## config.mk

```make
export PLATFORM = sky130hd
export DESIGN_NAME = atrb_top
export DESIGN_NICKNAME = d
export VERILOG_FILES = /design/src/pkg/atrb_pkg.sv /design/src/rtl/atrb_top.sv /design/src/rtl/atrb_route.sv
export SDC_FILE = /design/constraint.sdc
export NUM_CORES = 1
export LEC_CHECK = 0
export ABC_AREA = 1
export BUFFER_PORTS_ARGS = -buffer_cell sky130_fd_sc_hd__buf_2
export CAP_MARGIN = 20
export CORE_MARGIN = 4
export CORE_UTILIZATION = 58
export CTS_CLUSTER_DIAMETER = 50
export DETAILED_ROUTE_END_ITERATION = 10
export GPL_TIMING_DRIVEN = 0
export PLACE_DENSITY = 0.88
export SLEW_MARGIN = 10
export SYNTH_ARGS = -nofsm -noshare
export SYNTH_HDL_FRONTEND = slang
export SYNTH_SLANG_ARGS = --single-unit
```

## constraint.sdc

```tcl
create_clock -name hclk -period 4.1 [get_ports hclk]
set_input_delay 0.205 -clock hclk [delete_from_list [all_inputs] [get_ports hclk]]
set_output_delay 0.205 -clock hclk [all_outputs]
set_load 0.1 [all_outputs]
```

## src/pkg/atrb_pkg.sv

```systemverilog
package atrb_pkg;

  // Printed offsets are not all multiples of four: they are indices.
  localparam logic [11:0] IDX_CB_S_INA_TT = 12'h315;
  localparam logic [11:0] IDX_CA_S_INB_TT = 12'h31A;
  localparam logic [11:0] IDX_CB_S_INB_TT = 12'h31B;
  localparam logic [11:0] IDX_CA_D_INA_OT = 12'h344;
  localparam logic [11:0] IDX_CA_D_INB_OT = 12'h346;
  localparam logic [11:0] IDX_CA_S_INA_OT = 12'h348;
  // Control register of our own: mode, input select, calibration enable.
  localparam logic [11:0] IDX_ROUTE_CTRL  = 12'h3F0;
  // Status register of our own: fuse load done.
  localparam logic [11:0] IDX_LOAD_STAT   = 12'h3F1;

  localparam int          TT_W        = 8;
  localparam int          OT_W        = 16;
  localparam int          OT_VAL_W    = 12;
  localparam logic [7:0]  TT_RESET    = 8'h00;
  localparam logic [15:0] OT_RESET    = 16'h0000;
  localparam logic [15:0] OT_RSV_MASK = 16'hF000;

  localparam int CTRL_DUAL_BIT = 0;
  localparam int CTRL_INB_BIT  = 1;
  localparam int CTRL_FG_BIT   = 2;
  localparam logic [2:0] CTRL_RESET = 3'h0;

  localparam int NUM_TT = 3;
  localparam int NUM_OT = 3;

  typedef enum logic [1:0] {ATRB_LOAD, ATRB_RUN} atrb_state_t;

  function automatic logic [11:0] atrb_index(input logic [31:0] addr);
    return addr[13:2];
  endfunction : atrb_index

endpackage : atrb_pkg

```

## src/rtl/atrb_top.sv

```systemverilog
// Design decision made here: the AHB-Lite register port.
`timescale 1ns/1ps
// Functional notes
// - Timing trim 0x315 drives core B: single, calibration on, input A.
// - Timing trim 0x31A drives core A, single mode, input B.
// - Timing trim 0x31B, reset zero: core B, single mode, input B.
// - Offset trim 0x344 bits 11:0: core A, dual, calibration, input A.
// - Offset trim 0x346 bits 11:0: core A, dual, calibration, input B.
// - Offset trim 0x348 drives core A, single mode, input A.
// - Offset bits 15:12 are read/write storage, reset zero, not applied.
// - After reset every trim loads its factory fuse value.
// - Trims set sampling instants; software reads and overwrites them.
module atrb_top
(
  input  wire logic        hclk,
  input  wire logic        hresetn,
  input  wire logic        clk_en,
  input  wire logic        hsel,
  input  wire logic [31:0] haddr,
  input  wire logic [1:0]  htrans,
  input  wire logic        hwrite,
  input  wire logic [2:0]  hsize,
  input  wire logic [31:0] hwdata,
  input  wire logic        hready,
  output logic      [31:0] hrdata,
  output logic             hreadyout,
  output logic             hresp,
  input  wire logic [7:0]  fuse_cb_s_ina_tt,
  input  wire logic [7:0]  fuse_ca_s_inb_tt,
  input  wire logic [7:0]  fuse_cb_s_inb_tt,
  input  wire logic [15:0] fuse_ca_d_ina_ot,
  input  wire logic [15:0] fuse_ca_d_inb_ot,
  input  wire logic [15:0] fuse_ca_s_ina_ot,
  output logic      [7:0]  core_a_timing,
  output logic             core_a_timing_vld,
  output logic      [7:0]  core_b_timing,
  output logic             core_b_timing_vld,
  output logic      [11:0] core_a_offset,
  output logic             core_a_offset_vld
);

  ////////////////////////////////////////////////////////////////////////
  typedef struct packed {
    atrb_pkg::atrb_state_t st;
    logic [7:0]            cb_s_ina_tt;
    logic [7:0]            ca_s_inb_tt;
    logic [7:0]            cb_s_inb_tt;
    logic [15:0]           ca_d_ina_ot;
    logic [15:0]           ca_d_inb_ot;
    logic [15:0]           ca_s_ina_ot;
    logic [2:0]            ctrl;
    logic                  dp_wr;
    logic [11:0]           dp_idx;
    logic [31:0]           rdata;
  } atrb_regs_t;

  atrb_regs_t s_q;
  atrb_regs_t s_d;
  logic       addr_ph;
  logic [11:0] a_idx;

  assign addr_ph   = hsel && hready && htrans[1];
  assign a_idx     = atrb_pkg::atrb_index(haddr);
  assign hreadyout = 1'b1;
  assign hresp     = 1'b0;
  assign hrdata    = s_q.rdata;

  ////////////////////////////////////////////////////////////////////////
  // The fuse load takes one cycle after release, so the strap-like fuse
  // levels are captured by a clocked process rather than by the reset.
  always_comb
  begin
    s_d       = s_q;
    s_d.dp_wr = 1'b0;
    unique case (s_q.st)
      atrb_pkg::ATRB_LOAD:
      begin
        s_d.cb_s_ina_tt = fuse_cb_s_ina_tt;
        s_d.ca_s_inb_tt = fuse_ca_s_inb_tt;
        s_d.cb_s_inb_tt = fuse_cb_s_inb_tt;
        s_d.ca_d_ina_ot = fuse_ca_d_ina_ot;
        s_d.ca_d_inb_ot = fuse_ca_d_inb_ot;
        s_d.ca_s_ina_ot = fuse_ca_s_ina_ot;
        s_d.st          = atrb_pkg::ATRB_RUN;
      end
      atrb_pkg::ATRB_RUN:
      begin
        if (s_q.dp_wr)
        begin
          unique case (s_q.dp_idx)
            atrb_pkg::IDX_CB_S_INA_TT:
              s_d.cb_s_ina_tt = hwdata[7:0];
            atrb_pkg::IDX_CA_S_INB_TT:
              s_d.ca_s_inb_tt = hwdata[7:0];
            atrb_pkg::IDX_CB_S_INB_TT:
              s_d.cb_s_inb_tt = hwdata[7:0];
            atrb_pkg::IDX_CA_D_INA_OT:
              s_d.ca_d_ina_ot = hwdata[15:0];
            atrb_pkg::IDX_CA_D_INB_OT:
              s_d.ca_d_inb_ot = hwdata[15:0];
            atrb_pkg::IDX_CA_S_INA_OT:
              s_d.ca_s_ina_ot = hwdata[15:0];
            atrb_pkg::IDX_ROUTE_CTRL:
              s_d.ctrl = hwdata[2:0];
            default:
              s_d.ctrl = s_q.ctrl;
          endcase
        end
      end
      default: s_d.st = atrb_pkg::ATRB_LOAD;
    endcase
    if (addr_ph)
    begin
      s_d.dp_wr  = hwrite;
      s_d.dp_idx = a_idx;
      if (!hwrite)
      begin
        unique case (a_idx)
          atrb_pkg::IDX_CB_S_INA_TT:
            s_d.rdata = {24'h000000, s_d.cb_s_ina_tt};
          atrb_pkg::IDX_CA_S_INB_TT:
            s_d.rdata = {24'h000000, s_d.ca_s_inb_tt};
          atrb_pkg::IDX_CB_S_INB_TT:
            s_d.rdata = {24'h000000, s_d.cb_s_inb_tt};
          atrb_pkg::IDX_CA_D_INA_OT:
            s_d.rdata = {16'h0000, s_d.ca_d_ina_ot};
          atrb_pkg::IDX_CA_D_INB_OT:
            s_d.rdata = {16'h0000, s_d.ca_d_inb_ot};
          atrb_pkg::IDX_CA_S_INA_OT:
            s_d.rdata = {16'h0000, s_d.ca_s_ina_ot};
          atrb_pkg::IDX_ROUTE_CTRL:
            s_d.rdata = {29'h00000000, s_d.ctrl};
          atrb_pkg::IDX_LOAD_STAT:
            s_d.rdata = {31'h00000000, s_q.st == atrb_pkg::ATRB_RUN};
          default:                   s_d.rdata = 32'h00000000;
        endcase
      end
    end
  end

  always_ff @(posedge hclk or negedge hresetn)
  begin
    if (!hresetn)
    begin
      s_q             <= '0;
      s_q.st          <= atrb_pkg::ATRB_LOAD;
      s_q.cb_s_inb_tt <= atrb_pkg::TT_RESET;
      s_q.ca_d_ina_ot <= atrb_pkg::OT_RESET;
      s_q.ctrl        <= atrb_pkg::CTRL_RESET;
    end
    else if (clk_en)
    begin
      s_q <= s_d;
    end
  end

  ////////////////////////////////////////////////////////////////////////
  // Only the low twelve bits of an offset trim reach a core.
  atrb_route u_route
  (
    .dual_mode         (s_q.ctrl[atrb_pkg::CTRL_DUAL_BIT]),
    .sel_inb           (s_q.ctrl[atrb_pkg::CTRL_INB_BIT]),
    .fg_cal_en         (s_q.ctrl[atrb_pkg::CTRL_FG_BIT]),
    .cb_s_ina_tt       (s_q.cb_s_ina_tt),
    .ca_s_inb_tt       (s_q.ca_s_inb_tt),
    .cb_s_inb_tt       (s_q.cb_s_inb_tt),
    .ca_d_ina_ot       (s_q.ca_d_ina_ot[11:0]),
    .ca_d_inb_ot       (s_q.ca_d_inb_ot[11:0]),
    .ca_s_ina_ot       (s_q.ca_s_ina_ot[11:0]),
    .core_a_timing     (core_a_timing),
    .core_a_timing_vld (core_a_timing_vld),
    .core_b_timing     (core_b_timing),
    .core_b_timing_vld (core_b_timing_vld),
    .core_a_offset     (core_a_offset),
    .core_a_offset_vld (core_a_offset_vld)
  );

  ////////////////////////////////////////////////////////////////////////
  property p_fuse_load;
    @(posedge hclk) disable iff (!hresetn)
    (clk_en && s_q.st == atrb_pkg::ATRB_LOAD) |=>
      s_q.cb_s_ina_tt == $past(fuse_cb_s_ina_tt) &&
      s_q.ca_s_ina_ot == $past(fuse_ca_s_ina_ot);
  endproperty
  a_fuse_load: assert property (p_fuse_load)
    else $error("Trim did not take its fuse value.");

  property p_write_tt;
    @(posedge hclk) disable iff (!hresetn)
    (clk_en && s_q.st == atrb_pkg::ATRB_RUN && s_q.dp_wr &&
     s_q.dp_idx == atrb_pkg::IDX_CA_S_INB_TT) |=>
      s_q.ca_s_inb_tt == $past(hwdata[7:0]);
  endproperty
  a_write_tt: assert property (p_write_tt)
    else $error("Timing trim write lost.");

  property p_write_ot;
    @(posedge hclk) disable iff (!hresetn)
    (clk_en && s_q.st == atrb_pkg::ATRB_RUN && s_q.dp_wr &&
     s_q.dp_idx == atrb_pkg::IDX_CA_D_INB_OT) |=>
      s_q.ca_d_inb_ot == $past(hwdata[15:0]);
  endproperty
  a_write_ot: assert property (p_write_ot)
    else $error("Offset trim write lost, reserved bits included.");

  property p_route_b_ina;
    @(posedge hclk) disable iff (!hresetn)
    (s_q.ctrl == 3'h4) |-> core_b_timing_vld &&
      core_b_timing == s_q.cb_s_ina_tt && !core_a_timing_vld;
  endproperty
  a_route_b_ina: assert property (p_route_b_ina)
    else $error("Core B input A timing trim not routed.");

  property p_route_inb;
    @(posedge hclk) disable iff (!hresetn)
    (!s_q.ctrl[0] && s_q.ctrl[1]) |-> core_a_timing == s_q.ca_s_inb_tt &&
      core_b_timing == s_q.cb_s_inb_tt;
  endproperty
  a_route_inb: assert property (p_route_inb)
    else $error("Input B timing trims not routed.");

  property p_route_dual;
    @(posedge hclk) disable iff (!hresetn)
    (s_q.ctrl == 3'h5) |-> core_a_offset == s_q.ca_d_ina_ot[11:0] &&
      !core_b_timing_vld;
  endproperty
  a_route_dual: assert property (p_route_dual)
    else $error("Dual input A offset trim not routed.");

  property p_route_dual_b;
    @(posedge hclk) disable iff (!hresetn)
    (s_q.ctrl == 3'h7) |-> core_a_offset == s_q.ca_d_inb_ot[11:0];
  endproperty
  a_route_dual_b: assert property (p_route_dual_b)
    else $error("Dual input B offset trim not routed.");

  property p_route_single_off;
    @(posedge hclk) disable iff (!hresetn)
    (s_q.ctrl[1:0] == 2'h0) |-> core_a_offset_vld &&
      core_a_offset == s_q.ca_s_ina_ot[11:0];
  endproperty
  a_route_single_off: assert property (p_route_single_off)
    else $error("Single input A offset trim not routed.");

  property p_dual_nofg;
    @(posedge hclk) disable iff (!hresetn)
    (s_q.ctrl == 3'h1) |-> !core_a_offset_vld && !core_a_timing_vld &&
      !core_b_timing_vld;
  endproperty
  a_dual_nofg: assert property (p_dual_nofg)
    else $error("A trim reached a core with no matching mode.");

  property p_single_nofg;
    @(posedge hclk) disable iff (!hresetn)
    (s_q.ctrl == 3'h0) |-> !core_a_timing_vld && !core_b_timing_vld;
  endproperty
  a_single_nofg: assert property (p_single_nofg)
    else $error("Timing trim routed without calibration on input A.");

  // Until the fuse load the trims show their reset value.
  property p_reset_zero;
    @(posedge hclk) disable iff (!hresetn)
    (s_q.st == atrb_pkg::ATRB_LOAD) |->
      s_q.cb_s_inb_tt == atrb_pkg::TT_RESET &&
      s_q.ca_d_ina_ot == atrb_pkg::OT_RESET;
  endproperty
  a_reset_zero: assert property (p_reset_zero)
    else $error("Trim left reset with a nonzero value.");

  // A frozen bank must not take a bus write or a fuse value.
  property p_freeze;
    @(posedge hclk) disable iff (!hresetn)
    !clk_en |=> s_q == $past(s_q);
  endproperty
  a_freeze: assert property (p_freeze)
    else $error("State moved while the clock enable was low.");

  property p_read_ctrl;
    @(posedge hclk) disable iff (!hresetn)
    (clk_en && hsel && hready && htrans[1] && !hwrite && !s_q.dp_wr &&
     a_idx == atrb_pkg::IDX_ROUTE_CTRL) |=>
      hrdata == {29'h00000000, $past(s_q.ctrl)};
  endproperty
  a_read_ctrl: assert property (p_read_ctrl)
    else $error("Control register read back wrong.");

endmodule : atrb_top

```

## src/rtl/atrb_route.sv

```systemverilog
`timescale 1ns/1ps
module atrb_route
(
  input  wire logic        dual_mode,
  input  wire logic        sel_inb,
  input  wire logic        fg_cal_en,
  input  wire logic [7:0]  cb_s_ina_tt,
  input  wire logic [7:0]  ca_s_inb_tt,
  input  wire logic [7:0]  cb_s_inb_tt,
  input  wire logic [11:0] ca_d_ina_ot,
  input  wire logic [11:0] ca_d_inb_ot,
  input  wire logic [11:0] ca_s_ina_ot,
  output logic      [7:0]  core_a_timing,
  output logic             core_a_timing_vld,
  output logic      [7:0]  core_b_timing,
  output logic             core_b_timing_vld,
  output logic      [11:0] core_a_offset,
  output logic             core_a_offset_vld
);

  ////////////////////////////////////////////////////////////////////////
  // Unmatched combinations present zero with the valid flag low.
  always_comb
  begin
    core_a_timing     = 8'h00;
    core_a_timing_vld = 1'b0;
    core_b_timing     = 8'h00;
    core_b_timing_vld = 1'b0;
    core_a_offset     = 12'h000;
    core_a_offset_vld = 1'b0;
    if (!dual_mode && sel_inb)
    begin
      core_a_timing     = ca_s_inb_tt;
      core_a_timing_vld = 1'b1;
      core_b_timing     = cb_s_inb_tt;
      core_b_timing_vld = 1'b1;
    end
    else if (!dual_mode && fg_cal_en)
    begin
      core_b_timing     = cb_s_ina_tt;
      core_b_timing_vld = 1'b1;
    end
    if (!dual_mode && !sel_inb)
    begin
      core_a_offset     = ca_s_ina_ot;
      core_a_offset_vld = 1'b1;
    end
    else if (dual_mode && fg_cal_en)
    begin
      core_a_offset     = sel_inb ? ca_d_inb_ot
                                  : ca_d_ina_ot;
      core_a_offset_vld = 1'b1;
    end
  end

endmodule : atrb_route

```

; After elaboration in Yosys (flattened, before gate mapping)
; Cells that the tools add are included.
[op_classes]
n_eq_ne = 16
muxes = 25
bitwise = 2
n_reduce_logical = 12
[op_table]
columns = op, count
row1 = $eq A12 B10 Y1 const B, 15
row2 = $pmux W72 S2, 1
row3 = $pmux W16 S8, 1
row4 = $mux W75, 1
row5 = $mux W16, 3
row6 = $mux W8, 6
row7 = $mux W45, 1
row8 = $mux W12, 3
row9 = $mux W32, 1
row10 = $logic_and A1 B1 Y1, 6
row11 = $mux W3, 2
row12 = $mux W1, 5
row13 = $pmux W2 S2, 1
row14 = $reduce_and A2 Y1, 2
row15 = $reduce_and A3 Y1, 1
row16 = $eq A2 B1 Y1 const B, 1
row17 = $logic_not A1 Y1, 2
row18 = $logic_not A2 Y1, 1
row19 = $not A1 Y1, 2
[word_totals]
register_bits = 122
in_bits = 147

; Depth between registers and ports, before layout
; Gate-level depths: netlist (run 1).
[logic_depth]
ltp_word = 7
ltp_mapped = 15

; Hierarchy
; From an unflattened synthesis (run 1), not the netlist that was laid out.
[unflattened]
hier_cells = 1159
area_unflattened_um2 = 7746.2
[modules_own_cells]
columns = module, instances, cells_per_inst, area_per_inst_um2, seq_area_each_um2
row1 = atrb_top, 1, 1032, 7221.9, 2627.5
row2 = atrb_route, 1, 127, 524.3, 0.0

; Worst setup path before layout (run 1)
; No wires, ideal clock.
[synth_timing]
path_type = reg2out
start = register s_q[46] (netlist name)
end = output core_b_timing[4]
t_arrival_ns = 3.983
setup_slack_ns = -0.088
stages_incl_launch_ff = 6
n_path_buf = 1
cell_sequence = dfrtp_1 clkinv_1 nor2_1 inv_1 clkbuf_1 o22ai_1
[synth_via]
elab_chain_len = 2
[synth_rtl]
columns = item, line
row1 = from (decl), atrb_top.sv:57  ; atrb_regs_t s_q;
row2 = $logic_and A1 B1 Y1, atrb_route.sv:31  ; if (!dual_mode && sel_inb)
row3 = $mux W8, atrb_route.sv:31
row4 = to (decl), atrb_top.sv:36  ; output logic [7:0] core_b_timing,
; No other way between the ends.

; Worst setup path in the final report (run 1)
[layout_timing]
start = register s_q[47] (netlist name)
end = output core_a_offset[3]
[layout_via]
elab_chain_len = 3
[layout_rtl]
columns = item, line
row1 = $logic_and A1 B1 Y1, atrb_route.sv:48  ; else if (dual_mode && fg_cal_en)
row2 = $mux W12, atrb_route.sv:48
row3 = $mux W12, atrb_route.sv:43  ; if (!dual_mode && !sel_inb)
row4 = to (decl), atrb_top.sv:38  ; output logic [11:0] core_a_offset,
; No other way between the ends.

==> flow_summary.toml, run 1 <==
[clock_network]
htree_levels = 3
clk_latency_ps = 370
clk_path_buf_depth = 2
clk_pin_slew_ps = 80
clock_sinks = 105
numCtsBuffers = 9
cts_resized = 0
cts_tree = "done"
cts_root_buf = "clkbuf_16"

[global_route]
globalRouteOverflowTotal = 0
grtUsageTotal_pct = 36.76
grt_max_degree = 82
grt_pass1_wl_um = 41760
antenna_found_initial = 1
grt_pass1_vias = 7903

[power_and_ir_drop]
p_leak_nw = 4.735
powerDensity_mw_per_mm2 = 346.8
design_power_total_mw = 3.069
ir_worst_vdd_uv = 245.1

[drt]
drtIter0Drc = 1415
drc = 0
first_pass_iters = 6
routed_wl_um = 27110
vias = 8579
ant_nets = 0
avgRoutedWirePerCell_um = 18.58
vias_per_cell = 5.880

[layout]
drive_gt1_share_pct = 24.81
final_common_cell = "nand2_1"
nNetsFinal = 1428
layout_common_cells = "324 x nand2_1, 253 x nand3_1, 162 x buf_2"
area_delta_synth_final_pct = 18.89

[sta]
rsz0062_at_grt = "no"
worst_pin_slew_ps = 789.1
skew_ps = 11.39
post-route-min-period_ps = 2943
finalSetupViolCount = 0
hold_violations = 0
relSlewSlack_pct = 47.39
drv_slew = 0
fin_crit_sh_pct = 71.79
worst_slack_ps = 1157
setup_tns_ps = 0
max_freq_ghz = 0.3398

[setup_path]
critical_path.most_common_cell = "clkbuf_1"
required_ps = 3890
cp_num_buf_inv = 3
slowest_stage = "buf_2"
arrival_ps = 2740
max_stage_delay_ps = 510
path_max_fanout = 10
crit_family = "buffers and inverters"
path_cells = "clkbuf_1 -> nand2_1 -> clkbuf_1 -> o31ai_1 -> buf_2"
start_kind = "register"
worstSetupPathType = "register to output port"
endpoint_kind = "output port"

[floorplan]
die_x_um = 121.3
die_h_um = 121.3
core-area_mm2 = 0.01257
initial_utilization_pct = 59.22
dieArea_mm2 = 0.01471
fp-row-count = 41
io-pin-count = 212

[yosys]
yosys_warnings = 0
ys_seq_area_share_pct = 35.30
synth.distinct_cells = 30
synth_top_area_share_pct = 35.30
netlist_area_mm2 = 0.007443
synth-seq-cells = 105
synth_area_leader_cell = "dfrtp_1"
synth_cells = 1102
synthTopCellsByArea = "dfrtp_1 35%, nand3_1 17%, nand2_1 16%"
syn_avg_cell_area_um2 = 6.754

[placement]
place_ws_ps = 1602
portBuffers = 150
gp_congestion = 0.9731
hpwl_um = 19890

[run]
max_cap_violations = 0

[run_status]
status = "completed"

[min_path]
hold_path.class = "primary input to register"
logic make-up after synthesis:
kind of cell           count (synthesis)  share of synthesized area [%]
muxes                                  1                         0.1345
buffers and inverters                154                          10.15
AOI/OAI and AO/OA                    105                          8.438
other                                  2                         0.1009
DFF                                  105                          35.30
and+or+nand+nor                      735                          45.87
where the power goes:
group          switching, mW  total [mW]  internal, mW  leakage (nW)
Sequential             0.118        1.29          1.17          1.41
Clock                  0.448       0.997         0.549         0.164
Combinational          0.561       0.782         0.221          3.17
metrics by stage:
step | instances | hold WS [ps] | area (µm²) | utilization, %
finish | 1459 | 49.99 | 8850 | 70.41
global route | 1459 | 72.70 | 8850 | 70.41
CTS | 1458 | 51.10 | 8847 | 70.39
detailed placement | 1441 | 86.23 | 8503 | 67.66
global placement | 1440 | 423.7 | 8469 | 67.39
floorplan | 1118 | -90.59 | 7503 | -
synthesized netlist by cell type:
library cell and count:
nand2_1 324, nand3_1 253, dfrtp_1 105, or2_2 67, nor2_1 63, inv_1 56, o21ai_0 40, buf_4 35
clkbuf_1 33, a21oi_1 19, o21ai_1 17, buf_2 13, nor2_4 11, o31ai_1 11, buf_1 8, o211ai_1 7
o211ai_2 7, nand2_2 6, buf_6 4, o22ai_1 4, clkinv_1 3, nand4_1 3, conb_1 2, inv_2 2
nand3_4 2, nor2_2 2, nor3_4 2, mux2i_1 1, nand2_4 1, nor3_1 1
state kept, by name, indices dropped and copies added, names as in the netlist:
name and count:
hrdata 16, s_q 89
layout make-up:
class / instances / area, µm²
antenna: 1 / 2.502
buffer: 93 / 526.8
clock buffer: 9 / 225.2
clock inverter: 7 / 108.9
fill: 1106 / 3719
inverter: 61 / 229.0
multi-input combinational: 859 / 4120
sequential: 105 / 2628
tap: 172 / 215.2
timing repair buffer: 152 / 794.5
routing by layer:
layer	GRT usage (%)	share of wire, %	vias up
li1	-	-	3924
met1	49.35	38	3871
met2	53.64	43	645
met3	11.38	14	139
met4	18.28	5.3	0
met5	0	0	-
what timing repair did:
| action | in CTS | in global routing |
|---|---|---|
| hold endpoints to repair | 24 | 0 |
| hold buffers | 1 | 0 |
| buffers inserted | 0 | 0 |
path summary, 6_finish.rpt:
check | cells after the start | from | end | slack [ps]
worst max-delay path | 5 | s_q[47]$_DFFE_PN0P_ | core_a_offset[3] | 1160
worst min-delay path | 3 | haddr[12] | s_q[42]$_DFFE_PN0P_ | 50
worst max register to register | 8 | s_q[120]$_DFFE_PN0P_ | hrdata[11]$_DFFE_PN0P_ | 1780
worst min register to register | 2 | hrdata[1]$_DFFE_PN0P_ | hrdata[1]$_DFFE_PN0P_ | 480
max in group asynchronous | 3 | hresetn | s_q[117]$_DFFE_PN0P_ | 3150
min in group asynchronous | 2 | hresetn | s_q[64]$_DFFE_PN0P_ | 270
worst register-to-register path, cell delays in order, from the launching register on:
cell      delay [ps]
dfrtp_1          320
buf_2            230
clkbuf_1         420
clkbuf_1         610
o211ai_2         210
nand3_1          120
nand3_1          160
nand2_1           90
nand2_1           50
(Power assumes the default switching activity.)
==> inputs of run 2 (changes only) <==
- ABC_AREA: 1 -> 0
- CORE_UTILIZATION: 58 -> 54
- PLACE_DENSITY: 0.88 -> 0.82
- clock period: 4.1 -> 2.8 ns (I/O delays scaled with it)
==> run 2 against run 1 <==
Against the previous run:
- global-route usage is 2.5 points higher
- sequential share of layout area is 0.75 points lower
- non-clock buffer count is 26 higher
- combinational power is 66% higher
- critical endpoint is now s_q[111]$_DFFE_PN0P_
- highest routed layer is now met5
- clock-buffer cell count is 1 higher
- synthesized cell count is 15% lower
==> flow_summary.toml, run 2 <==
[run_status]
status = "completed"

[global_route]
antenna_found_initial = 1
grt_pass1_wl_um = 48420
grtUsageTotal_pct = 39.23
grt_pass1_vias = 8509
grt_max_degree = 81
globalRouteOverflowTotal = 0

[layout]
largest_reg_flops = 89
largest_register = "s_q"
drive_gt1_share_pct = 24.78
layout_common_cells = "166 x buf_2, 109 x nor2_1, 107 x nand2_1"
area_delta_synth_final_pct = 20.71
final_common_cell = "buf_2"
num_antenna_cells = 0
seq_area_mm2 = 0.002628
fin_util_pct = 67.49
multi_input_area_mm2 = 0.004419
n_fill_cell = 1201
nNetsFinal = 1269

[power_and_ir_drop]
switchingPower_mw = 1.738
p_seq_share_pct = 39.2
p_leak_nw = 3.989
powerDensity_mw_per_mm2 = 526.9
p_comb_share_pct = 27.2
design_power_total_mw = 4.784
ir_worst_vdd_uv = 518.8
clkPwrFrac_pct = 33.6
p_int_mw = 3.046
switching_share_pct = 36.32

[setup_path]
path_max_fanout = 10
endpoint_kind = "register"
start_kind = "register"
worstSetupPathType = "register to register"
required_ps = 3030
arrival_ps = 3030

[yosys]
synthFlopType = "dfrtp_1"
netlist_area_mm2 = 0.007521
yosysMostFrequentCell = "nor2_1"
synthTopCellsByArea = "dfrtp_1 35%, o22ai_1 7.2%, mux2i_1 6.8%"
synth_cells = 940
async_reset_ff_share_pct = 100.0
synthTopCellsByCount = "109 x nor2_1, 108 x nand2_1, 105 x dfrtp_1, 90 x a21oi_1, 86 x o22ai_1"
synth_area_leader_cell = "dfrtp_1"
synth_edf_count = 0
syn_avg_cell_area_um2 = 8.001
synth_top_area_share_pct = 34.94
synth.distinct_cells = 67
synth-seq-cells = 105
ys_seq_area_share_pct = 34.94
yosys_warnings = 0

[sta]
drv_slew = 0
finalSetupViolCount = 0
max_freq_ghz = 0.3580
relSlewSlack_pct = 37.74
fin_crit_sh_pct = 99.76
rsz0062_at_grt = "no"
worst_slack_ps = 6.740
hold_violations = 0
worst_pin_slew_ps = 933.9
skew_ps = 13.09
post-route-min-period_ps = 2793

[drt]
ant_nets = 0
avgRoutedWirePerCell_um = 24.85
first_pass_iters = 9
drc = 0
routed_wl_um = 32360
vias = 8984
drtIter0Drc = 1555
vias_per_cell = 6.900

[floorplan]
die_x_um = 126.0
fp-row-count = 42
initial_utilization_pct = 55.91
io-pin-count = 212
core-area_mm2 = 0.01345
dieArea_mm2 = 0.01588
die_h_um = 126.0

[placement]
place_ws_ps = -316.4
hpwl_um = 22570
portBuffers = 152
gp_congestion = 0.9970

[clock_network]
clk_pin_slew_ps = 70
clock_sinks = 105
htree_levels = 3
cts_root_buf = "clkbuf_16"
clk_latency_ps = 370
cts_tree = "done"
clk_path_buf_depth = 2
numCtsBuffers = 9

[min_path]
hold_path.class = "primary input to register"

[run]
max_cap_violations = 0
run 2: logic make-up (layout without fill, tap and decap cells):
family | after synthesis | after routing | synth area share [%]
mux | 69 | 69 | 9.483
flops | 105 | 105 | 34.94
compound gates | 341 | 341 | 28.07
simple gates | 301 | 301 | 19.36
buf+inv | 122 | 292 | 8.052
other cells | 2 | 18 | 0.09985
run 2: final timing paths:
kind,depth (start not counted),end,slack (ps),from
min reg2reg,2,hrdata[8]$_DFFE_PN0P_,480,hrdata[8]$_DFFE_PN0P_
max in group asynchronous,3,s_q[92]$_DFFE_PN0P_,1870,hresetn
max reg2reg,6,s_q[111]$_DFFE_PN0P_,7,s_q[120]$_DFFE_PN0P_
min,2,s_q[40]$_DFFE_PN0P_,20,haddr[10]
max,6,s_q[111]$_DFFE_PN0P_,7,s_q[120]$_DFFE_PN0P_
min in group asynchronous,2,s_q[117]$_DFFE_PN0P_,200,hresetn
run 2: critical path, stage by stage, from the launching register on:
cell	delay, ps
dfrtp_1	320
clkbuf_1	380
clkbuf_1	490
buf_2	440
clkbuf_1	520
clkbuf_2	370
a21oi_1	120
run 2: layer usage:
metal / global-route usage [%] / share of wire, %
met1: 50.72 / 35
met2: 58.56 / 43
met3: 12.70 / 15
met4: 21.01 / 6.1
met5: 0 / 0.14
run 2: repair_timing:
item / CTS / global route
setup buffers: 0 / 1
gates resized for setup: 13 / 31
endpoints found under the setup margin: 55 / 77
hold endpoints to repair: 25 / 0
pin swaps: 0 / 0
hold buffers: 1 / 0
run 2: power groups by stage:
stage | combinational [mW] | sequential (mW) | clock [mW]
3_5_place_dp | 1.27 | 1.88 | 0
2_1_floorplan | 0.973 | 1.83 | 0
4_1_cts | 1.28 | 1.86 | 1.59
3_3_place_gp | 1.25 | 1.88 | 0
5_1_grt | 1.38 | 1.89 | 1.65
6_report | 1.30 | 1.87 | 1.61
run 2: cell type report:
| type | instances | share of cell area, % |
|---|---|---|
| multi-input combinational | 729 | 48.68 |
| sequential | 105 | 28.94 |
| timing repair buffer | 155 | 8.944 |
| buffer | 116 | 6.725 |
| clock buffer | 10 | 2.632 |
| tap | 176 | 2.426 |
| clock inverter | 5 | 1.406 |
| inverter | 6 | 0.2481 |
run 2: per-stage QoR:
stage	hold WS [ps]	setup TNS, ps	instances	cell area (µm²)
after floorplan	-155.6	0	956	7581
after global placement	395.7	-7356	1284	8562
after detailed placement	23.51	-8843	1285	8596
after CTS	26.99	0	1301	9014
after global routing	30.79	0	1302	9079
final	22.00	0	1302	9079
